## src/hw/vt_drop_pkg.sv

```systemverilog
// Purpose: Shared constants for the drop-side VT1.5/TU-11 pointer tracker.
// Assumes: Byte-parallel drop bus, 8-bit register port, one channel per use.
// Notes: Offsets are channel-relative register addresses.
package vt_drop_pkg;
    // Channel register offsets.
    localparam logic [5:0] OFS_SLOT_SELECT = 6'h04;
    localparam logic [5:0] OFS_MASK = 6'h09;
    localparam logic [5:0] OFS_STATUS = 6'h11;
    localparam logic [5:0] OFS_EVENT = 6'h15;
    localparam logic [5:0] OFS_PERF = 6'h19;
    localparam logic [5:0] OFS_FAULT = 6'h1D;
    localparam logic [5:0] OFS_RX_LABEL = 6'h20;
    // Field positions.
    localparam int BIT_SLOT_VALID = 7;
    localparam int BIT_AIS = 5;
    localparam int BIT_LOP = 4;
    localparam int BIT_SIZE_HI = 4;
    localparam int BIT_SIZE_LO = 3;
    localparam logic [7:0] SLOT_SELECT_RESET = 8'h00;
    localparam logic [7:0] MASK_RESET = 8'h00;
    // Slot counts and tributary superframe geometry.
    localparam logic [6:0] SLOTS_LOW = 7'h1C;
    localparam logic [6:0] SLOTS_HIGH = 7'h54;
    localparam logic [6:0] GROUPS_PER_STS = 7'h07;
    localparam logic [6:0] STS_COUNT = 7'h03;
    localparam logic [6:0] SF_LAST_POS = 7'h6B;
    localparam logic [6:0] POS_V1 = 7'h00;
    localparam logic [6:0] POS_V2 = 7'h1B;
    // Pointer word layout and decisions.
    localparam logic [9:0] PTR_MAX = 10'h067;
    localparam logic [9:0] I_MASK = 10'h2AA;
    localparam logic [9:0] D_MASK = 10'h155;
    localparam logic [3:0] VOTE_MIN = 4'h8;
    localparam logic [1:0] SIZE_EXPECTED = 2'h3;
    localparam logic [3:0] NDF_ENABLE = 4'h9;
    localparam logic [3:0] NDF_EN_E1 = 4'h1;
    localparam logic [3:0] NDF_EN_E2 = 4'hD;
    localparam logic [3:0] NDF_EN_E3 = 4'h8;
    localparam logic [3:0] NDF_NORMAL = 4'h6;
    localparam logic [3:0] NDF_NM_E1 = 4'hE;
    localparam logic [3:0] NDF_NM_E2 = 4'h2;
    localparam logic [3:0] NDF_NM_E3 = 4'h4;
    localparam logic [3:0] NDF_NM_E4 = 4'h7;
    // Persistence counts.
    localparam logic [1:0] AIS_COUNT = 2'h3;
    localparam logic [1:0] NEW_COUNT = 2'h3;
    localparam logic [3:0] LOP_COUNT = 4'h8;

    typedef enum logic [1:0] {
        ST_NORM = 2'b00,
        ST_LOP = 2'b01,
        ST_AIS = 2'b10
    } ptr_state_e;
endpackage

```

## src/hw/vt_slot_locator.sv

```systemverilog
// Purpose: Finds the selected tributary's bytes and superframe position.
// Assumes: The timing pulse marks the V1 byte of slot 0 of the superframe.
// Notes: Bytes outside the payload envelope are skipped entirely.
`timescale 1ns/10ps
module vt_slot_locator (
    input wire logic sys_clk,
    input wire logic reset_n,
    input wire logic drop_composite_timing,
    input wire logic drop_payload_envelope,
    input wire logic high_rate_select,
    input wire logic enable,
    input wire logic [6:0] slot_select,
    output logic trib_valid,
    output logic [6:0] trib_pos
);
    logic [6:0] slot_cnt_reg;
    logic [6:0] slot_cnt_next;
    logic [6:0] cur_slot;
    logic [6:0] last_slot;
    logic [6:0] target_slot;
    logic [6:0] pos_next;
    logic pend_reg;
    logic hit;
    logic [6:0] sts_num;
    logic [6:0] grp_num;
    logic [6:0] vt_num;

    assign sts_num = {5'h00, slot_select[6:5]};
    assign grp_num = {4'h0, slot_select[4:2]};
    assign vt_num = {5'h00, slot_select[1:0]};
    // Column interleave: STS varies fastest at high rate, then group, then tributary in group.
    assign target_slot = high_rate_select ?
        7'((vt_num * vt_drop_pkg::GROUPS_PER_STS + grp_num)
           * vt_drop_pkg::STS_COUNT + sts_num) :
        7'(vt_num * vt_drop_pkg::GROUPS_PER_STS + grp_num);
    assign last_slot = (high_rate_select ? vt_drop_pkg::SLOTS_HIGH :
        vt_drop_pkg::SLOTS_LOW) - 7'h01;
    assign cur_slot = drop_composite_timing ? 7'h00 : slot_cnt_reg;
    assign slot_cnt_next = (cur_slot >= last_slot) ? 7'h00 :
        cur_slot + 7'h01;
    assign hit = drop_payload_envelope && enable &&
        (cur_slot == target_slot);
    assign pos_next = (pend_reg || drop_composite_timing ||
        trib_pos == vt_drop_pkg::SF_LAST_POS) ? vt_drop_pkg::POS_V1 :
        trib_pos + 7'h01;

    always_ff @(posedge sys_clk or negedge reset_n) begin
        if (!reset_n) begin
            slot_cnt_reg <= 7'h00;
            pend_reg <= 1'b0;
            trib_valid <= 1'b0;
            trib_pos <= 7'h00;
        end else begin
            if (drop_payload_envelope) begin
                slot_cnt_reg <= slot_cnt_next;
            end
            pend_reg <= hit ? 1'b0 : (pend_reg || drop_composite_timing);
            trib_valid <= hit;
            if (hit) begin
                trib_pos <= pos_next;
            end
        end
    end
endmodule // vt_slot_locator

```

## src/hw/vt_pointer_decode.sv

```systemverilog
// Purpose: Decodes one V1/V2 pointer word against the active pointer.
// Assumes: Inputs are stable for the cycle in which the word is judged.
// Notes: Purely combinational.
`timescale 1ns/10ps
module vt_pointer_decode (
    input wire logic [7:0] v1_byte,
    input wire logic [7:0] v2_byte,
    input wire logic [9:0] cur_ptr,
    output logic ndf_enabled,
    output logic ndf_normal,
    output logic size_ok,
    output logic all_ones,
    output logic in_range,
    output logic inc_vote,
    output logic dec_vote,
    output logic [9:0] rx_ptr
);
    logic [3:0] ndf;
    logic [9:0] inc_agree;
    logic [9:0] dec_agree;
    logic [3:0] inc_cnt;
    logic [3:0] dec_cnt;

    assign ndf = v1_byte[7:4];
    assign rx_ptr = {v1_byte[1:0], v2_byte};
    assign ndf_enabled = ndf == vt_drop_pkg::NDF_ENABLE ||
        ndf == vt_drop_pkg::NDF_EN_E1 || ndf == vt_drop_pkg::NDF_EN_E2 ||
        ndf == vt_drop_pkg::NDF_EN_E3;
    assign ndf_normal = ndf == vt_drop_pkg::NDF_NORMAL ||
        ndf == vt_drop_pkg::NDF_NM_E1 || ndf == vt_drop_pkg::NDF_NM_E2 ||
        ndf == vt_drop_pkg::NDF_NM_E3 || ndf == vt_drop_pkg::NDF_NM_E4;
    assign size_ok = v1_byte[3:2] == vt_drop_pkg::SIZE_EXPECTED;
    assign all_ones = &{v1_byte, v2_byte};
    assign in_range = rx_ptr <= vt_drop_pkg::PTR_MAX;
    // A bit agrees when it matches the current pointer with the voted
    // half inverted; bit errors up to two per word are tolerated.
    assign inc_agree = ~(rx_ptr ^ (cur_ptr ^ vt_drop_pkg::I_MASK));
    assign dec_agree = ~(rx_ptr ^ (cur_ptr ^ vt_drop_pkg::D_MASK));

    always_comb begin
        inc_cnt = 4'h0;
        dec_cnt = 4'h0;
        for (int i = 0; i < 10; i++) begin
            inc_cnt = inc_cnt + {3'h0, inc_agree[i]};
            dec_cnt = dec_cnt + {3'h0, dec_agree[i]};
        end
    end

    assign inc_vote = inc_cnt >= vt_drop_pkg::VOTE_MIN;
    assign dec_vote = dec_cnt >= vt_drop_pkg::VOTE_MIN;
endmodule // vt_pointer_decode

```

## src/hw/vt15_pointer_tracker.sv

```systemverilog
// Purpose: Drop-side VT1.5/TU-11 slot selection and pointer tracking.
// Assumes: One instance per mapper channel; inputs synchronous to sys_clk.
// Notes: Register port is the channel's slice of the processor interface.
`timescale 1ns/10ps
module vt15_pointer_tracker (
    input wire logic sys_clk,
    input wire logic reset_n,
    input wire logic [7:0] drop_data,
    input wire logic drop_composite_timing,
    input wire logic drop_payload_envelope,
    input wire logic high_rate_select,
    input wire logic itu_mode_select,
    input wire logic signal_fail_input,
    input wire logic perf_tick,
    input wire logic [5:0] up_addr,
    input wire logic up_wr,
    input wire logic up_rd,
    input wire logic [7:0] up_wdata,
    output logic [7:0] up_rdata,
    output logic just_inc,
    output logic just_dec,
    output logic ds1_ais,
    output logic [9:0] pointer_value,
    output logic alarm_indication
);
    logic [7:0] slot_select_reg;
    logic [7:0] mask_reg;
    logic [1:0] event_reg;
    logic [1:0] perf_reg;
    logic [1:0] fault_reg;
    logic [1:0] accum_reg;
    logic [1:0] steady_reg;
    logic [1:0] status_prev_reg;
    logic [1:0] rx_size_reg;
    logic [7:0] data_d_reg;
    logic [7:0] v1_reg;
    logic trib_valid;
    logic [6:0] trib_pos;
    logic word_strobe;
    logic ndf_enabled;
    logic ndf_normal;
    logic size_ok;
    logic all_ones;
    logic in_range;
    logic inc_vote;
    logic dec_vote;
    logic [9:0] rx_ptr;
    vt_drop_pkg::ptr_state_e state_reg;
    vt_drop_pkg::ptr_state_e state_next;
    logic [9:0] ptr_reg;
    logic [9:0] ptr_next;
    logic [9:0] cand_reg;
    logic [9:0] cand_next;
    logic [1:0] new_cnt_reg;
    logic [1:0] new_cnt_next;
    logic [1:0] ones_cnt_reg;
    logic [1:0] ones_cnt_next;
    logic [3:0] inv_cnt_reg;
    logic [3:0] inv_cnt_next;
    logic [3:0] ndf_cnt_reg;
    logic [3:0] ndf_cnt_next;
    logic inc_next;
    logic dec_next;
    logic valid_word;
    logic ais_word;
    logic [1:0] status_now;
    logic [1:0] rise;
    logic [1:0] event_clear;
    logic [7:0] rdata_next;
    logic [1:0] new_inc;
    logic [9:0] ptr_up;
    logic [9:0] ptr_down;

    // Slot position: offsets after V2, V3, V4, V1 follow from byte count.
    vt_slot_locator u_locator (
        .sys_clk(sys_clk),
        .reset_n(reset_n),
        .drop_composite_timing(drop_composite_timing),
        .drop_payload_envelope(drop_payload_envelope),
        .high_rate_select(high_rate_select),
        .enable(slot_select_reg[vt_drop_pkg::BIT_SLOT_VALID]),
        .slot_select(slot_select_reg[6:0]),
        .trib_valid(trib_valid),
        .trib_pos(trib_pos)
    );

    vt_pointer_decode u_decode (
        .v1_byte(v1_reg),
        .v2_byte(data_d_reg),
        .cur_ptr(ptr_reg),
        .ndf_enabled(ndf_enabled),
        .ndf_normal(ndf_normal),
        .size_ok(size_ok),
        .all_ones(all_ones),
        .in_range(in_range),
        .inc_vote(inc_vote),
        .dec_vote(dec_vote),
        .rx_ptr(rx_ptr)
    );

    assign word_strobe = trib_valid && trib_pos == vt_drop_pkg::POS_V2;
    // A justification word is out of range by nature; only NORM may take it.
    assign valid_word = size_ok && !all_ones &&
        (ndf_enabled || ndf_normal) && (in_range ||
        (state_reg == vt_drop_pkg::ST_NORM && ndf_normal &&
        (inc_vote || dec_vote)));
    assign ais_word = all_ones &&
        ones_cnt_reg == vt_drop_pkg::AIS_COUNT - 2'h1;
    assign new_inc = (rx_ptr == cand_reg) ? new_cnt_reg + 2'h1 : 2'h1;
    assign ptr_up = (ptr_reg >= vt_drop_pkg::PTR_MAX) ? 10'h000 :
        ptr_reg + 10'h001;
    assign ptr_down = (ptr_reg == 10'h000) ? vt_drop_pkg::PTR_MAX :
        ptr_reg - 10'h001;

    // One state machine per channel instance; channels never share it.
    always_comb begin
        state_next = state_reg;
        ptr_next = ptr_reg;
        cand_next = cand_reg;
        new_cnt_next = new_cnt_reg;
        inv_cnt_next = inv_cnt_reg;
        ndf_cnt_next = ndf_cnt_reg;
        ones_cnt_next = ones_cnt_reg;
        inc_next = 1'b0;
        dec_next = 1'b0;
        if (word_strobe) begin
            ones_cnt_next = (all_ones && !ais_word) ?
                ones_cnt_reg + 2'h1 : 2'h0;
            if (ais_word) begin
                state_next = vt_drop_pkg::ST_AIS;
                inv_cnt_next = 4'h0;
                new_cnt_next = 2'h0;
                ndf_cnt_next = 4'h0;
                ones_cnt_next = vt_drop_pkg::AIS_COUNT - 2'h1;
            end else if (!valid_word) begin
                new_cnt_next = 2'h0;
                ndf_cnt_next = 4'h0;
                if (inv_cnt_reg == vt_drop_pkg::LOP_COUNT - 4'h1) begin
                    // AIS holds unless ITU behaviour is selected.
                    if (state_reg != vt_drop_pkg::ST_AIS || itu_mode_select) begin
                        state_next = vt_drop_pkg::ST_LOP;
                    end
                end else begin
                    inv_cnt_next = inv_cnt_reg + 4'h1;
                end
            end else if (ndf_enabled) begin
                inv_cnt_next = 4'h0;
                new_cnt_next = 2'h0;
                ptr_next = rx_ptr;
                if (ndf_cnt_reg == vt_drop_pkg::LOP_COUNT - 4'h1) begin
                    state_next = vt_drop_pkg::ST_LOP;
                end else begin
                    ndf_cnt_next = ndf_cnt_reg + 4'h1;
                    state_next = vt_drop_pkg::ST_NORM;
                end
            end else begin
                inv_cnt_next = 4'h0;
                ndf_cnt_next = 4'h0;
                if (state_reg == vt_drop_pkg::ST_NORM && rx_ptr == ptr_reg) begin
                    new_cnt_next = 2'h0;
                end else begin
                    if (state_reg == vt_drop_pkg::ST_NORM && inc_vote) begin
                        ptr_next = ptr_up;
                        inc_next = 1'b1;
                    end else if (state_reg == vt_drop_pkg::ST_NORM && dec_vote) begin
                        ptr_next = ptr_down;
                        dec_next = 1'b1;
                    end
                    // Mimicked justifications still count as new pointers.
                    if (in_range) begin
                        cand_next = rx_ptr;
                        new_cnt_next = new_inc;
                        if (new_inc == vt_drop_pkg::NEW_COUNT) begin
                            ptr_next = rx_ptr;
                            state_next = vt_drop_pkg::ST_NORM;
                            new_cnt_next = 2'h0;
                        end
                    end else begin
                        new_cnt_next = 2'h0;
                    end
                end
            end
        end
    end

    always_ff @(posedge sys_clk or negedge reset_n) begin
        if (!reset_n) begin
            state_reg <= vt_drop_pkg::ST_LOP;
            ptr_reg <= 10'h000;
            cand_reg <= 10'h000;
            new_cnt_reg <= 2'h0;
            ones_cnt_reg <= 2'h0;
            inv_cnt_reg <= 4'h0;
            ndf_cnt_reg <= 4'h0;
            just_inc <= 1'b0;
            just_dec <= 1'b0;
        end else begin
            state_reg <= state_next;
            ptr_reg <= ptr_next;
            cand_reg <= cand_next;
            new_cnt_reg <= new_cnt_next;
            ones_cnt_reg <= ones_cnt_next;
            inv_cnt_reg <= inv_cnt_next;
            ndf_cnt_reg <= ndf_cnt_next;
            just_inc <= inc_next;
            just_dec <= dec_next;
        end
    end

    // Capture bytes; V1 is held until the matching V2 arrives.
    always_ff @(posedge sys_clk or negedge reset_n) begin
        if (!reset_n) begin
            data_d_reg <= 8'h00;
            v1_reg <= 8'h00;
            rx_size_reg <= 2'h0;
        end else begin
            data_d_reg <= drop_data;
            if (trib_valid && trib_pos == vt_drop_pkg::POS_V1) begin
                v1_reg <= data_d_reg;
                rx_size_reg <= data_d_reg[3:2];
            end
        end
    end

    // Alarm reporting; the fail input hides both pointer alarms.
    assign status_now = signal_fail_input ? 2'b00 :
        {state_reg == vt_drop_pkg::ST_AIS,
         state_reg == vt_drop_pkg::ST_LOP};
    assign rise = status_now & ~status_prev_reg;
    assign event_clear = (up_rd && up_addr == vt_drop_pkg::OFS_EVENT) ?
        event_reg : 2'b00;
    assign ds1_ais = |status_now;
    assign pointer_value = ptr_reg;
    assign alarm_indication = |(event_reg &
        ~mask_reg[vt_drop_pkg::BIT_AIS:vt_drop_pkg::BIT_LOP]);

    always_ff @(posedge sys_clk or negedge reset_n) begin
        if (!reset_n) begin
            status_prev_reg <= 2'b00;
            event_reg <= 2'b00;
            perf_reg <= 2'b00;
            fault_reg <= 2'b00;
            accum_reg <= 2'b00;
            steady_reg <= 2'b11;
        end else begin
            status_prev_reg <= status_now;
            // A new edge in the read cycle survives the clear.
            event_reg <= (event_reg & ~event_clear) | rise;
            if (perf_tick) begin
                perf_reg <= accum_reg | rise;
                fault_reg <= steady_reg & status_now;
                accum_reg <= 2'b00;
                steady_reg <= 2'b11;
            end else begin
                accum_reg <= accum_reg | rise;
                steady_reg <= steady_reg & status_now;
            end
        end
    end

    // Register port: writes take effect next edge, reads answer next edge.
    always_comb begin
        case (up_addr)
            vt_drop_pkg::OFS_SLOT_SELECT: rdata_next = slot_select_reg;
            vt_drop_pkg::OFS_MASK: rdata_next = mask_reg;
            vt_drop_pkg::OFS_STATUS: rdata_next = {2'b00, status_now, 4'h0};
            vt_drop_pkg::OFS_EVENT: rdata_next = {2'b00, event_reg, 4'h0};
            vt_drop_pkg::OFS_PERF: rdata_next = {2'b00, perf_reg, 4'h0};
            vt_drop_pkg::OFS_FAULT: rdata_next = {2'b00, fault_reg, 4'h0};
            vt_drop_pkg::OFS_RX_LABEL: rdata_next = {3'b000, rx_size_reg, 3'b000};
            default: rdata_next = 8'h00;
        endcase
    end

    always_ff @(posedge sys_clk or negedge reset_n) begin
        if (!reset_n) begin
            slot_select_reg <= vt_drop_pkg::SLOT_SELECT_RESET;
            mask_reg <= vt_drop_pkg::MASK_RESET;
            up_rdata <= 8'h00;
        end else begin
            if (up_wr && up_addr == vt_drop_pkg::OFS_SLOT_SELECT) begin
                slot_select_reg <= up_wdata;
            end
            if (up_wr && up_addr == vt_drop_pkg::OFS_MASK) begin
                mask_reg <= up_wdata;
            end
            if (up_rd) begin
                up_rdata <= rdata_next;
            end
        end
    end

    chk_no_drop_disabled: assert property (@(posedge sys_clk)
        disable iff (!reset_n)
        !slot_select_reg[vt_drop_pkg::BIT_SLOT_VALID] ##1
        !slot_select_reg[vt_drop_pkg::BIT_SLOT_VALID] |-> !trib_valid)
        else $error("Tributary byte taken while slot disabled.");

    chk_ais_needs_three: assert property (@(posedge sys_clk)
        disable iff (!reset_n)
        state_reg != vt_drop_pkg::ST_AIS &&
        state_next == vt_drop_pkg::ST_AIS |-> all_ones && ones_cnt_reg == 2'h2)
        else $error("AIS entered without three all-ones pointers.");

    chk_ais_holds_gr: assert property (@(posedge sys_clk)
        disable iff (!reset_n)
        state_reg == vt_drop_pkg::ST_AIS && !itu_mode_select |=>
        state_reg != vt_drop_pkg::ST_LOP)
        else $error("AIS left for LOP with ITU mode off.");

    chk_inc_step: assert property (@(posedge sys_clk)
        disable iff (!reset_n)
        inc_next && new_inc != vt_drop_pkg::NEW_COUNT |=>
        just_inc && ptr_reg == ($past(ptr_reg) == vt_drop_pkg::PTR_MAX ?
        10'h000 : $past(ptr_reg) + 10'h001))
        else $error("Increment did not step pointer by one.");

    chk_dec_step: assert property (@(posedge sys_clk)
        disable iff (!reset_n)
        dec_next && new_inc != vt_drop_pkg::NEW_COUNT |=>
        just_dec && ptr_reg == ($past(ptr_reg) == 10'h000 ?
        vt_drop_pkg::PTR_MAX : $past(ptr_reg) - 10'h001))
        else $error("Decrement did not step pointer by one.");

    chk_fail_masks: assert property (@(posedge sys_clk)
        disable iff (!reset_n)
        signal_fail_input |-> !ds1_ais && rise == 2'b00)
        else $error("Pointer alarm shown during signal fail.");

    chk_ds1_ais_or: assert property (@(posedge sys_clk)
        disable iff (!reset_n)
        !signal_fail_input && state_reg != vt_drop_pkg::ST_NORM |-> ds1_ais)
        else $error("DS1 AIS missing during pointer alarm.");

    chk_size_read: assert property (@(posedge sys_clk)
        disable iff (!reset_n)
        up_rd && up_addr == vt_drop_pkg::OFS_RX_LABEL |=>
        up_rdata[vt_drop_pkg::BIT_SIZE_HI:vt_drop_pkg::BIT_SIZE_LO] ==
        $past(rx_size_reg))
        else $error("Size bits not returned on label read.");

    chk_ptr_in_range: assert property (@(posedge sys_clk)
        disable iff (!reset_n)
        ptr_reg <= vt_drop_pkg::PTR_MAX)
        else $error("Active pointer outside legal range.");
endmodule // vt15_pointer_tracker

```

## config.mk

```make
export PLATFORM = sky130hd
export DESIGN_NAME = vt15_pointer_tracker
export DESIGN_NICKNAME = d
export VERILOG_FILES = /design/src/hw/vt_drop_pkg.sv /design/src/hw/vt_slot_locator.sv /design/src/hw/vt_pointer_decode.sv /design/src/hw/vt15_pointer_tracker.sv
export SDC_FILE = /design/constraint.sdc
export NUM_CORES = 1
export LEC_CHECK = 0
export BUFFER_PORTS_ARGS = -buffer_cell sky130_fd_sc_hd__buf_2
export CORE_MARGIN = 1
export CORE_UTILIZATION = 60
export DETAILED_ROUTE_END_ITERATION = 10
export GPL_TIMING_DRIVEN = 0
export MAX_ROUTING_LAYER = met4
export PLACE_DENSITY = 0.8
export REMOVE_ABC_BUFFERS = 1
export SYNTH_ARGS = -nofsm -noshare
export SYNTH_HDL_FRONTEND = slang
export SYNTH_SLANG_ARGS = --single-unit
```

## constraint.sdc

```tcl
create_clock -name sys_clk -period 5.85 [get_ports sys_clk]
set_clock_uncertainty 0.05 [all_clocks]
set_input_delay 0.2925 -clock sys_clk [delete_from_list [all_inputs] [get_ports sys_clk]]
set_output_delay 0.2925 -clock sys_clk [all_outputs]
set_load 0.03 [all_outputs]
```

==> results of run 1 <==
logic make-up (layout without fill, tap and decap cells):
logic type,count (synthesis),count (layout)
AOI/OAI and AO/OA,159,159
adders and majority gates,48,48
xor gates and xnor gates,31,31
buffers and inverters,81,133
and+or+nand+nor,216,216
muxes,45,45
DFF,104,104
report_power, final:
part           internal (mW)  switching [mW]
Sequential             0.763          0.0508
Clock                  0.222           0.248
Combinational          0.200           0.274
layout by cell type (no fill, tap or decap), types with 15 or more instances in the layout:
master | synthesis | routed
dfrtp_1 | 101 | 101
inv_1 | 53 | 53
buf_2 | 7 | 52
nor2_1 | 47 | 47
nand2_1 | 35 | 35
ha_1 | 33 | 33
a21oi_1 | 31 | 31
mux2_2 | 28 | 28
nand3_1 | 26 | 26
xnor2_1 | 25 | 25
nor3_1 | 22 | 22
o21ai_0 | 20 | 19
nand4_1 | 17 | 17
fa_1 | 15 | 15
layout make-up:
type / instances / share of cell area (%)
timing repair buffer: 63 / 5.20
multi-input combinational: 499 / 51.7
clock inverter: 4 / 0.709
inverter: 54 / 2.74
tap: 140 / 2.36
sequential: 104 / 35.2
clock buffer: 12 / 2.09
per-layer routing:
layer	vias to the layer above	share of wire [%]	global-route usage, %
met3	19	6.3	5.73
met4	0	1.5	9.78
met5	-	0	-
li1	2613	-	-
met2	216	49	47.4
met1	2760	43	38.1
path summary, 6_finish.rpt:
path	start	end	depth (start not counted)
worst max-delay path	data_d_reg[1]	pointer_value[6]	15
worst min-delay path	up_wdata[7]	mask_reg[7]	2
worst max register to register	data_d_reg[1]	pointer_value[6]	15
worst min register to register	accum_reg[1]	accum_reg[1]	2
max in group asynchronous	reset_n	steady_reg[0]	3
min in group asynchronous	reset_n	u_locator.slot_cnt_reg[5]	2
metrics by stage:
| step | power (mW) | hold slack [ns] | setup TNS, ns | util, % |
|---|---|---|---|---|
| floorplan | 1.15 | -0.0531 | 0 | - |
| global placement | 1.26 | 0.351 | -0.555 | 65.0 |
| detailed placement | 1.29 | 0.211 | -1.39 | 65.3 |
| CTS | 1.77 | 0.0766 | 0 | 68.0 |
| global route | 1.87 | 0.0777 | 0 | 68.1 |
| finish | 1.76 | 0.0975 | 0 | 68.1 |
repair_timing:
item | in CTS | in global routing
setup endpoints to repair | 9 | 9
gates resized for setup | 1 | 1
hold buffers | 9 | 0
endpoints found under the hold margin | 38 | 0
==> flow_summary_export.csv, run 1 <==
group,metric,value,unit
setup_path,path_cells,"xnor2_1 > inv_1 > ha_1 > inv_1 > fa_1 > fa_1 > inv_1 > fa_1 > fa_1 > a211oi_1 > nor2_1 > o21ai_0 > o21ai_2 > nand3_1 > mux2_2",
setup_path,max_stage_delay,0.54,ns
floorplanning,dieWidth,108,um
timing,finalCritPeriodShare,92.8,%
setup_path,r2r_slack,0.42,ns
synthesis,synth_commonest_cells,"101 x dfrtp_1, 53 x inv_1, 47 x nor2_1, 35 x nand2_1, 33 x ha_1",
synthesis,synth_top_area_cell,"dfrtp_1",
floorplanning,die_area,11700,um^2
setup_path,critPathCaptureType,"flop",
hold_path,hp-class,"in2reg",
timing,min_period,5.43,ns
synthesis,synthTopCellsByArea,"dfrtp_1 37%, ha_1 6.1%, mux2_2 4.7%, fa_1 4.4%, xnor2_1 3.2%",
synthesis,ys_seq_elements,104,
timing,finalMaxSlewViolations,0,
final_layout,regArea,2610,um^2
grt,grt_antenna_before_repair,0,
synthesis,synth_fa_ha_area_share,10.6,%
synthesis,synth_most_common_cell,"dfrtp_1",
synthesis,ys_types,79,
final_layout,antenna_cells,0,
synthesis,synth_top_family_by_area,"simple AND/OR/NAND/NOR gates",
run_status,status,"completed",
clock_network,clock_sinks,104,
route,dr.pass1.iters,5,
grt,grt_usage,29.7,%
route,viasPerCell,6.40,
final_layout,finish.instance_area,7410,um^2
synthesis,synth_xor_area_share,4.02,%
final_layout,drive_gt1_share,16.8,%
timing,worst_slew_pin_slew,1.25,ns
placed_design,dp.cells,851,
synthesis,yosys.area.top_type_share,37.4,%
setup_path,worstPathRequired,6.08,ns
clock_network,htree_num_levels,3,
synthesis,synth_mux_area_share,7.74,%
power,irDropWorstVdd,207,uV
setup_path,arrival,5.66,ns
final_layout,fin_cells,876,
synthesis,async_flop_share,100,%
synthesis,synth-simple-area-share,17.3,%
route,routed_wl,15900,um
synthesis,ys.flop_type,"dfrtp_1",
final_layout,multi_input_area,3830,um^2
final_layout,nets,811,
route,drtIter0Drc,410,
setup_path,crit_slowest_cell,"fa_1",
synthesis,syn_avg_cell_area,9.88,um^2
synthesis,synth_edf_count,0,
clock_network,cts_buffer_depth,2,
timing,rsz0062_at_grt,"false",
clock_network,postCtsSetupBuffers,0,
grt,grt_pass1_vias,5570,
synthesis,ys.warnings.count,0,
job,cap_violations,0,
placed_design,io_buffers,53,
route,ant_nets,0,
timing,slew_headroom,16.5,%
final_layout,synthToLayoutAreaGrowth,9.69,%
grt,grt-ovfl-total,0,
timing,setup_slack,0.424,ns
floorplanning,num_rows,38,
floorplanning,initial_core_util,62.0,%
placed_design,dp_hpwl,11500,um
setup_path,crit_top_cell,"fa_1",
setup_path,start_kind,"flop",
route,post_drt_wl_per_cell,18.2,um
clock_network,clk_pin_slew,0.10,ns
route,drc,0,
setup_path,cp_max_fo,13,
route,vias,5608,
clock_network,cts-root-buf,"clkbuf_8",
timing,fmax,184,MHz
power,p_leak,3.42,nW
synthesis,netlist_instances,684,
synthesis,seq_area_frac_synth,38.6,%
setup_path,critPathBufInv,3,
grt,grt_pass1_wl,26400,um
floorplanning,coreArea,10900,um^2
timing,setup_violations,0,
clock_network,clock_latency,0.39,ns
final_layout,fillers,871,
placed_design,preCtsSetupSlack,-0.260,ns
grt,grt_max_degree,75,
setup_path,crit_family,"adder cells",
clock_network,cts_tree,"yes",
setup_path,critical_path_class,"reg2reg",
synthesis,synth_compound_area_share,17.1,%
synthesis,synth_area,6760,um^2
power,p_per_area,237,nW/um^2
floorplanning,die_y,108,um
clock_network,cts_buffers,9,
timing,finalHoldViolCount,0,
placed_design,routabilityCongestion,0.922,
floorplanning,ioPinCount,54,
placed_design,place_area,7110,um^2
Note: power is estimated with default switching activity, not from simulation.
==> inputs of run 2 (changes only) <==
--- a/config.mk
+++ b/config.mk
@@ -8,6 +8,7 @@
 export BUFFER_PORTS_ARGS = -buffer_cell sky130_fd_sc_hd__buf_2
 export CORE_MARGIN = 1
 export CORE_UTILIZATION = 60
+export CTS_CLUSTER_SIZE = 28
 export DETAILED_ROUTE_END_ITERATION = 10
 export GPL_TIMING_DRIVEN = 0
 export MAX_ROUTING_LAYER = met4
@@ -15,4 +16,5 @@
 export REMOVE_ABC_BUFFERS = 1
 export SYNTH_ARGS = -nofsm -noshare
 export SYNTH_HDL_FRONTEND = slang
+export SYNTH_HIERARCHICAL = 1
 export SYNTH_SLANG_ARGS = --single-unit
==> run 2 against run 1 <==
  * Clock power is 28% higher
  * Routed wire length is 6.3% lower
  * Non-clock buffer count is 1 higher
  * Worst setup slack better by 0.39 ns
  * Synthesized cell count is 1.3% higher
  * Maximum frequency is 7.8% higher
  * Flip-flop and latch count stayed put
  * Critical endpoint is now pointer_value[3]
  * Highest routed layer unchanged
==> flow_summary_export.csv, run 2 <==
group,metric,value,unit
run_status,status,"completed",
setup_path,rr_startpoint,"pointer_value[3]",
route,viasPerCell,6.16,
synthesis,ys_seq_elements,104,
synthesis,yosys.area.top_type_share,36.7,%
route,dr.pass1.iters,5,
power,irDropWorstVdd,204,uV
timing,finalMaxSlewViolations,0,
final_layout,drive_gt1_share,18.5,%
synthesis,synthTopCellsByArea,"dfrtp_1 37%, ha_1 5.5%, mux2_2 4.4%, fa_1 4.4%, inv_1 3.5%",
synthesis,seq_area_frac_synth,37.9,%
route,drtIter0Drc,315,
clock_network,htree_num_levels,3,
placed_design,io_buffers,53,
clock_network,cts_buffers,9,
setup_path,cp_max_fo,13,
grt,grt_pass1_wl,24700,um
hold_path,worstHoldPathCells,2,
route,vias,5454,
setup_path,max_stage_delay,0.65,ns
synthesis,ys_types,87,
clock_network,clk_pin_slew,0.08,ns
synthesis,syn_avg_cell_area,9.93,um^2
route,drc,0,
hold_path,min_to,"slot_select_reg[1]",
synthesis,ys.flop_type,"dfrtp_1",
floorplanning,initial_core_util,62.6,%
synthesis,synth_commonest_cells,"101 x dfrtp_1, 64 x inv_1, 42 x nor2_1, 40 x nand2_1, 30 x ha_1",
hold_path,hp-class,"in2reg",
final_layout,fillers,851,
final_layout,synthToLayoutAreaGrowth,10.0,%
setup_path,worstPathRequired,6.04,ns
final_layout,final_common_cell,"dfrtp_1",
timing,setup_tns,0,ns
clock_network,cts_buffer_depth,2,
synthesis,synth_edf_count,0,
final_layout,nets,817,
timing,hold_slack,0.128,ns
floorplanning,die_y,109,um
clock_network,postCtsSetupBuffers,0,
clock_network,cts_tree,"yes",
floorplanning,coreArea,11000,um^2
grt,grt-ovfl-total,0,
setup_path,arrival,5.23,ns
synthesis,async_flop_share,100,%
timing,rsz0062_at_grt,"false",
timing,fmax,199,MHz
timing,setup_violations,0,
placed_design,routabilityCongestion,0.899,
job,cap_violations,0,
power,p_leak,3.55,nW
setup_path,start_kind,"flop",
grt,grt_usage,27.8,%
timing,finalHoldViolCount,0,
route,post_drt_wl_per_cell,16.8,um
timing,worst_slew_pin_slew,0.816,ns
setup_path,worstRegToRegCells,16,
hold_path,min_from,"up_wdata[1]",
placed_design,dp_hpwl,10800,um
route,ant_nets,0,
grt,grt_antenna_before_repair,0,
floorplanning,num_rows,38,
synthesis,synth_most_common_cell,"dfrtp_1",
synthesis,netlist_instances,693,
floorplanning,die_area,11900,um^2
final_layout,final_cell_mix,"101 x dfrtp_1, 64 x inv_1, 52 x buf_2",
final_layout,regArea,2610,um^2
timing,finalCritPeriodShare,86.1,%
setup_path,critPathCaptureType,"flop",
floorplanning,dieWidth,109,um
grt,grt_pass1_vias,5332,
setup_path,crit_slowest_cell,"dfrtp_1",
setup_path,critical_path_class,"reg2reg",
timing,slew_headroom,45.1,%
route,routed_wl,14900,um
clock_network,clock_sinks,104,
synthesis,synth_top_area_cell,"dfrtp_1",
setup_path,path_cells,"xor2_1 > inv_1 > fa_1 > fa_1 > inv_1 > fa_1 > inv_1 > ha_1 > a21oi_1 > nor2_1 > or2_1 > a21oi_1 > or3_4 > a211oi_2 > o21ai_0 > o22a_1",
synthesis,ys.warnings.count,6,
final_layout,multi_input_area,3850,um^2
setup_path,r2r_slack,0.81,ns
setup_path,r2r-end,"pointer_value[3]",
clock_network,cts-root-buf,"clkbuf_16",
final_layout,antenna_cells,0,
timing,min_period,5.04,ns
power,p_per_area,238,nW/um^2
synthesis,synth_area,6880,um^2
clock_network,clock_latency,0.36,ns
grt,grt_max_degree,66,
floorplanning,ioPinCount,54,
power,finalPower,1.80,mW
run 2: how the worst max path moves through the flow:
stage | startpoint | to
floorplan | pointer_value[5] | state_reg[0]
CTS | pointer_value[3] | pointer_value[3]
detailed placement | pointer_value[3] | pointer_value[3]
global placement | pointer_value[3] | pointer_value[3]
finish | pointer_value[3] | pointer_value[3]
global route | pointer_value[0] | pointer_value[3]
run 2: cells by family after synthesis:
kind of cell             synth area share (%)
AO/OA/AOI/OAI                            14.3
adder cells (fa/ha/maj)                  9.82
multiplexers                             8.78
XOR/XNOR                                 5.47
AND/OR/NAND/NOR                          17.6
buffers and inverters                    6.09
flip-flops                               37.9
run 2: worst max-delay path, delay by kind of cell (launching register included):
kind | cells | cell delay (ns)
buf+inv | 3 | 0.22
fa+ha+maj | 4 | 1.57
xor+xnor | 1 | 0.27
flops | 1 | 0.65
compound gates | 5 | 1.17
simple gates | 3 | 0.99
run 2: what timing repair did:
action,CTS,global route
hold buffers,8,1
gates resized for setup,0,0
hold endpoints to repair,45,1
run 2: report_power, final:
| part | switching [mW] | internal [mW] |
|---|---|---|
| combinational | 0.226 | 0.177 |
| clock | 0.302 | 0.301 |
| sequential | 0.0435 | 0.752 |
run 2: area by class of cell:
cell class	instances	share of cell area, %
Clock buffer	9	2.98
Clock inverter	7	0.926
Multi-Input combinational cell	496	50.9
Sequential cell	104	34.4
Tap cell	140	2.31
Inverter	65	3.22
Timing Repair Buffer	64	5.19
run 2: metrics by stage:
stage / instance area, um^2 / instances / utilization (%) / setup WS, ns
after global placement: 7140 / 858 / 65.0 / 0.911
after detailed placement: 7170 / 859 / 65.3 / 0.866
after floorplan: 6700 / 665 / - / 1.31
after CTS: 7550 / 883 / 68.7 / 0.833
final: 7570 / 885 / 68.9 / 0.814
after global routing: 7570 / 885 / 68.9 / 0.426
run 2: routing by layer:
| layer | share of wire [%] | routed length [um] | global-route usage, % |
|---|---|---|---|
| met1 | 44 | 6540 | 33.7 |
| met2 | 49 | 7350 | 46.6 |
| met3 | 4.7 | 708 | 5.38 |
| met4 | 2.1 | 306 | 8.88 |
| met5 | 0 | 0 | - |
==> inputs of run 3 (changes only) <==
--- a/config.mk
+++ b/config.mk
@@ -6,13 +6,15 @@
 export NUM_CORES = 1
 export LEC_CHECK = 0
 export BUFFER_PORTS_ARGS = -buffer_cell sky130_fd_sc_hd__buf_2
+export CELL_PAD_IN_SITES_DETAIL_PLACEMENT = 1
+export CELL_PAD_IN_SITES_GLOBAL_PLACEMENT = 1
 export CORE_MARGIN = 1
-export CORE_UTILIZATION = 60
+export CORE_UTILIZATION = 48
 export CTS_CLUSTER_SIZE = 28
 export DETAILED_ROUTE_END_ITERATION = 10
 export GPL_TIMING_DRIVEN = 0
 export MAX_ROUTING_LAYER = met4
-export PLACE_DENSITY = 0.8
+export PLACE_DENSITY_LB_ADDON = 0.1
 export REMOVE_ABC_BUFFERS = 1
 export SYNTH_ARGS = -nofsm -noshare
 export SYNTH_HDL_FRONTEND = slang
==> run 3 against run 2 <==
  * First-iteration DRC count decreased by 13%
  * Sequential power about the same
  * Clock power about the same
  * Clock-buffer cell count increased by 1
  * Highest routed layer unchanged
==> flow_summary_export.csv, run 3 (synthesized netlist as in run 2, its figures left out) <==
group,metric,value,unit
run_status,status,"completed",
grt,grtUsageMet3,4.59,%
route,drtIter0Drc,275,
clock_network,cts_buffer_depth,2,
setup_path,start_kind,"flop",
route,viasPerCell,5.84,
grt,grt_util_met1,31.8,%
placed_design,dp.cells,899,
final_layout,antenna_cells,0,
clock_network,cts_tree,"yes",
power,clkPwrFrac,33.1,%
power,switching_share,32.1,%
clock_network,clock_sinks,104,
job,cap_violations,0,
power,p_seq_share,43.9,%
route,vias,5397,
grt,grt_max_degree,64,
timing,finalCritPeriodShare,93.3,%
grt,top_usage_layer,"met2",
grt,use_met2,43.7,%
placed_design,io_buffers,53,
power,p_leak,3.54,nW
final_layout,synthToLayoutAreaGrowth,10.6,%
timing,slew_headroom,35.9,%
final_layout,finish.instance_area,7610,um^2
grt,grt_pass1_vias,5764,
final_layout,nets,816,
final_layout,fin_cells,924,
power,combPwrFrac,23.0,%
timing,setup_tns,0,ns
clock_network,htree_num_levels,3,
final_layout,final_cell_mix,"101 x dfrtp_1, 64 x inv_1, 52 x buf_2",
setup_path,arrival,5.64,ns
route,drc,0,
route,ant_nets,0,
floorplanning,num_rows,43,
hold_path,hp-class,"in2reg",
timing,finalMaxSlewViolations,0,
timing,setup_violations,0,
power,irDropWorstVdd,159,uV
timing,rsz0062_at_grt,"false",
floorplanning,dieWidth,122,um
route,dr.pass1.iters,4,
final_layout,drive_gt1_share,18.4,%
grt,grt_usage,25.8,%
clock_network,clk_pin_slew,0.08,ns
floorplanning,die_area,14800,um^2
grt,grt-ovfl-total,0,
timing,worst_slew_pin_slew,0.955,ns
floorplanning,die_y,122,um
setup_path,critPathCaptureType,"flop",
floorplanning,coreArea,13900,um^2
floorplanning,ioPinCount,54,
clock_network,cts-root-buf,"clkbuf_16",
route,routed_wl,17100,um
setup_path,worstPathRequired,6.04,ns
power,p_int,1.23,mW
setup_path,cp_max_fo,13,
power,p_switching,0.581,mW
grt,grt_antenna_before_repair,0,
setup_path,critical_path_class,"reg2reg",
placed_design,dp_hpwl,12800,um
placed_design,place_area,7220,um^2
timing,finalHoldViolCount,0,
power,p_per_area,238,nW/um^2
floorplanning,initial_core_util,49.4,%
clock_network,ctsResizeCount,0,
clock_network,clock_latency,0.36,ns
clock_network,cts_buffers,9,
timing,fmax,183,MHz
placed_design,routabilityCongestion,0.815,
timing,min_period,5.46,ns
final_layout,final_common_cell,"dfrtp_1",
grt,grt_pass1_wl,29000,um
route,post_drt_wl_per_cell,18.5,um
==> run 3: cell types whose count changed in the layout (fill, tap and decap cells not counted), sizes merged <==
cell / change
clkinv: -1
buf: -1
clkbuf: +1
==> run 3: repair_timing <==
| item | 4_1_cts | 5_1_grt |
|---|---|---|
| endpoints found under the hold margin | 49 | 0 |
| hold buffers | 9 | 0 |
| setup buffers | 0 | 0 |
==> run 3: path summary, 6_finish.rpt <==
check / cells past startpoint / slack [ns] / start / to
max in group asynchronous: 3 / 4.54 / reset_n / state_reg[0]
min in group asynchronous: 2 / 0.42 / reset_n / u_locator/trib_pos[4]
max: 16 / 0.39 / pointer_value[3] / pointer_value[3]
min: 2 / 0.12 / up_wdata[5] / slot_select_reg[5]
min reg2reg: 2 / 0.44 / accum_reg[1] / accum_reg[1]
max reg2reg: 16 / 0.39 / pointer_value[3] / pointer_value[3]
==> run 3: cell type report <==
class / count / area, um^2
clock buffers: 10 / 229
clock inverters: 6 / 58.8
fillers: 1544 / 6330
inverters: 65 / 244
multi-input cells: 496 / 3860
flip-flops and latches: 104 / 2610
well taps: 180 / 225
repair buffers: 63 / 385
==> run 3: critical path, stage by stage (launching register included) <==
cell,delay (ns)
dfrtp_1,0.65
xor2_1,0.29
inv_1,0.10
fa_1,0.48
fa_1,0.54
inv_1,0.07
fa_1,0.47
inv_1,0.08
ha_1,0.16
a21oi_1,0.07
nor2_1,0.44
or2_1,0.21
a21oi_1,0.09
or3_4,0.41
a211oi_2,0.69
o21ai_0,0.31
o22a_1,0.23
==> run 3: through the flow <==
stage | power, mW | hold WS, ns | setup WS [ns] | utilization [%]
after global placement | 1.19 | 0.352 | 0.657 | 51.6
after global routing | 1.93 | 0.114 | 0.250 | 54.6
final | 1.81 | 0.117 | 0.392 | 54.6
after floorplan | 1.09 | -0.0531 | 1.31 | -
after detailed placement | 1.22 | 0.297 | 0.421 | 51.8
after CTS | 1.84 | 0.107 | 0.412 | 54.6
==> run 3: power groups by stage <==
stage,clock network [mW],registers [mW],logic [mW]
2_1_floorplan,0,0.794,0.294
3_3_place_gp,0,0.807,0.380
3_5_place_dp,0,0.810,0.414
4_1_cts,0.620,0.796,0.423
5_1_grt,0.647,0.802,0.481
6_report,0.600,0.796,0.416
==> run 3: metal layers <==
metal / wire length, um / up-vias
met1: 7580 / 2719
met3: 521 / 18
met2: 8770 / 99
met4: 221 / 0
met5: 0 / -
li1: - / 2561
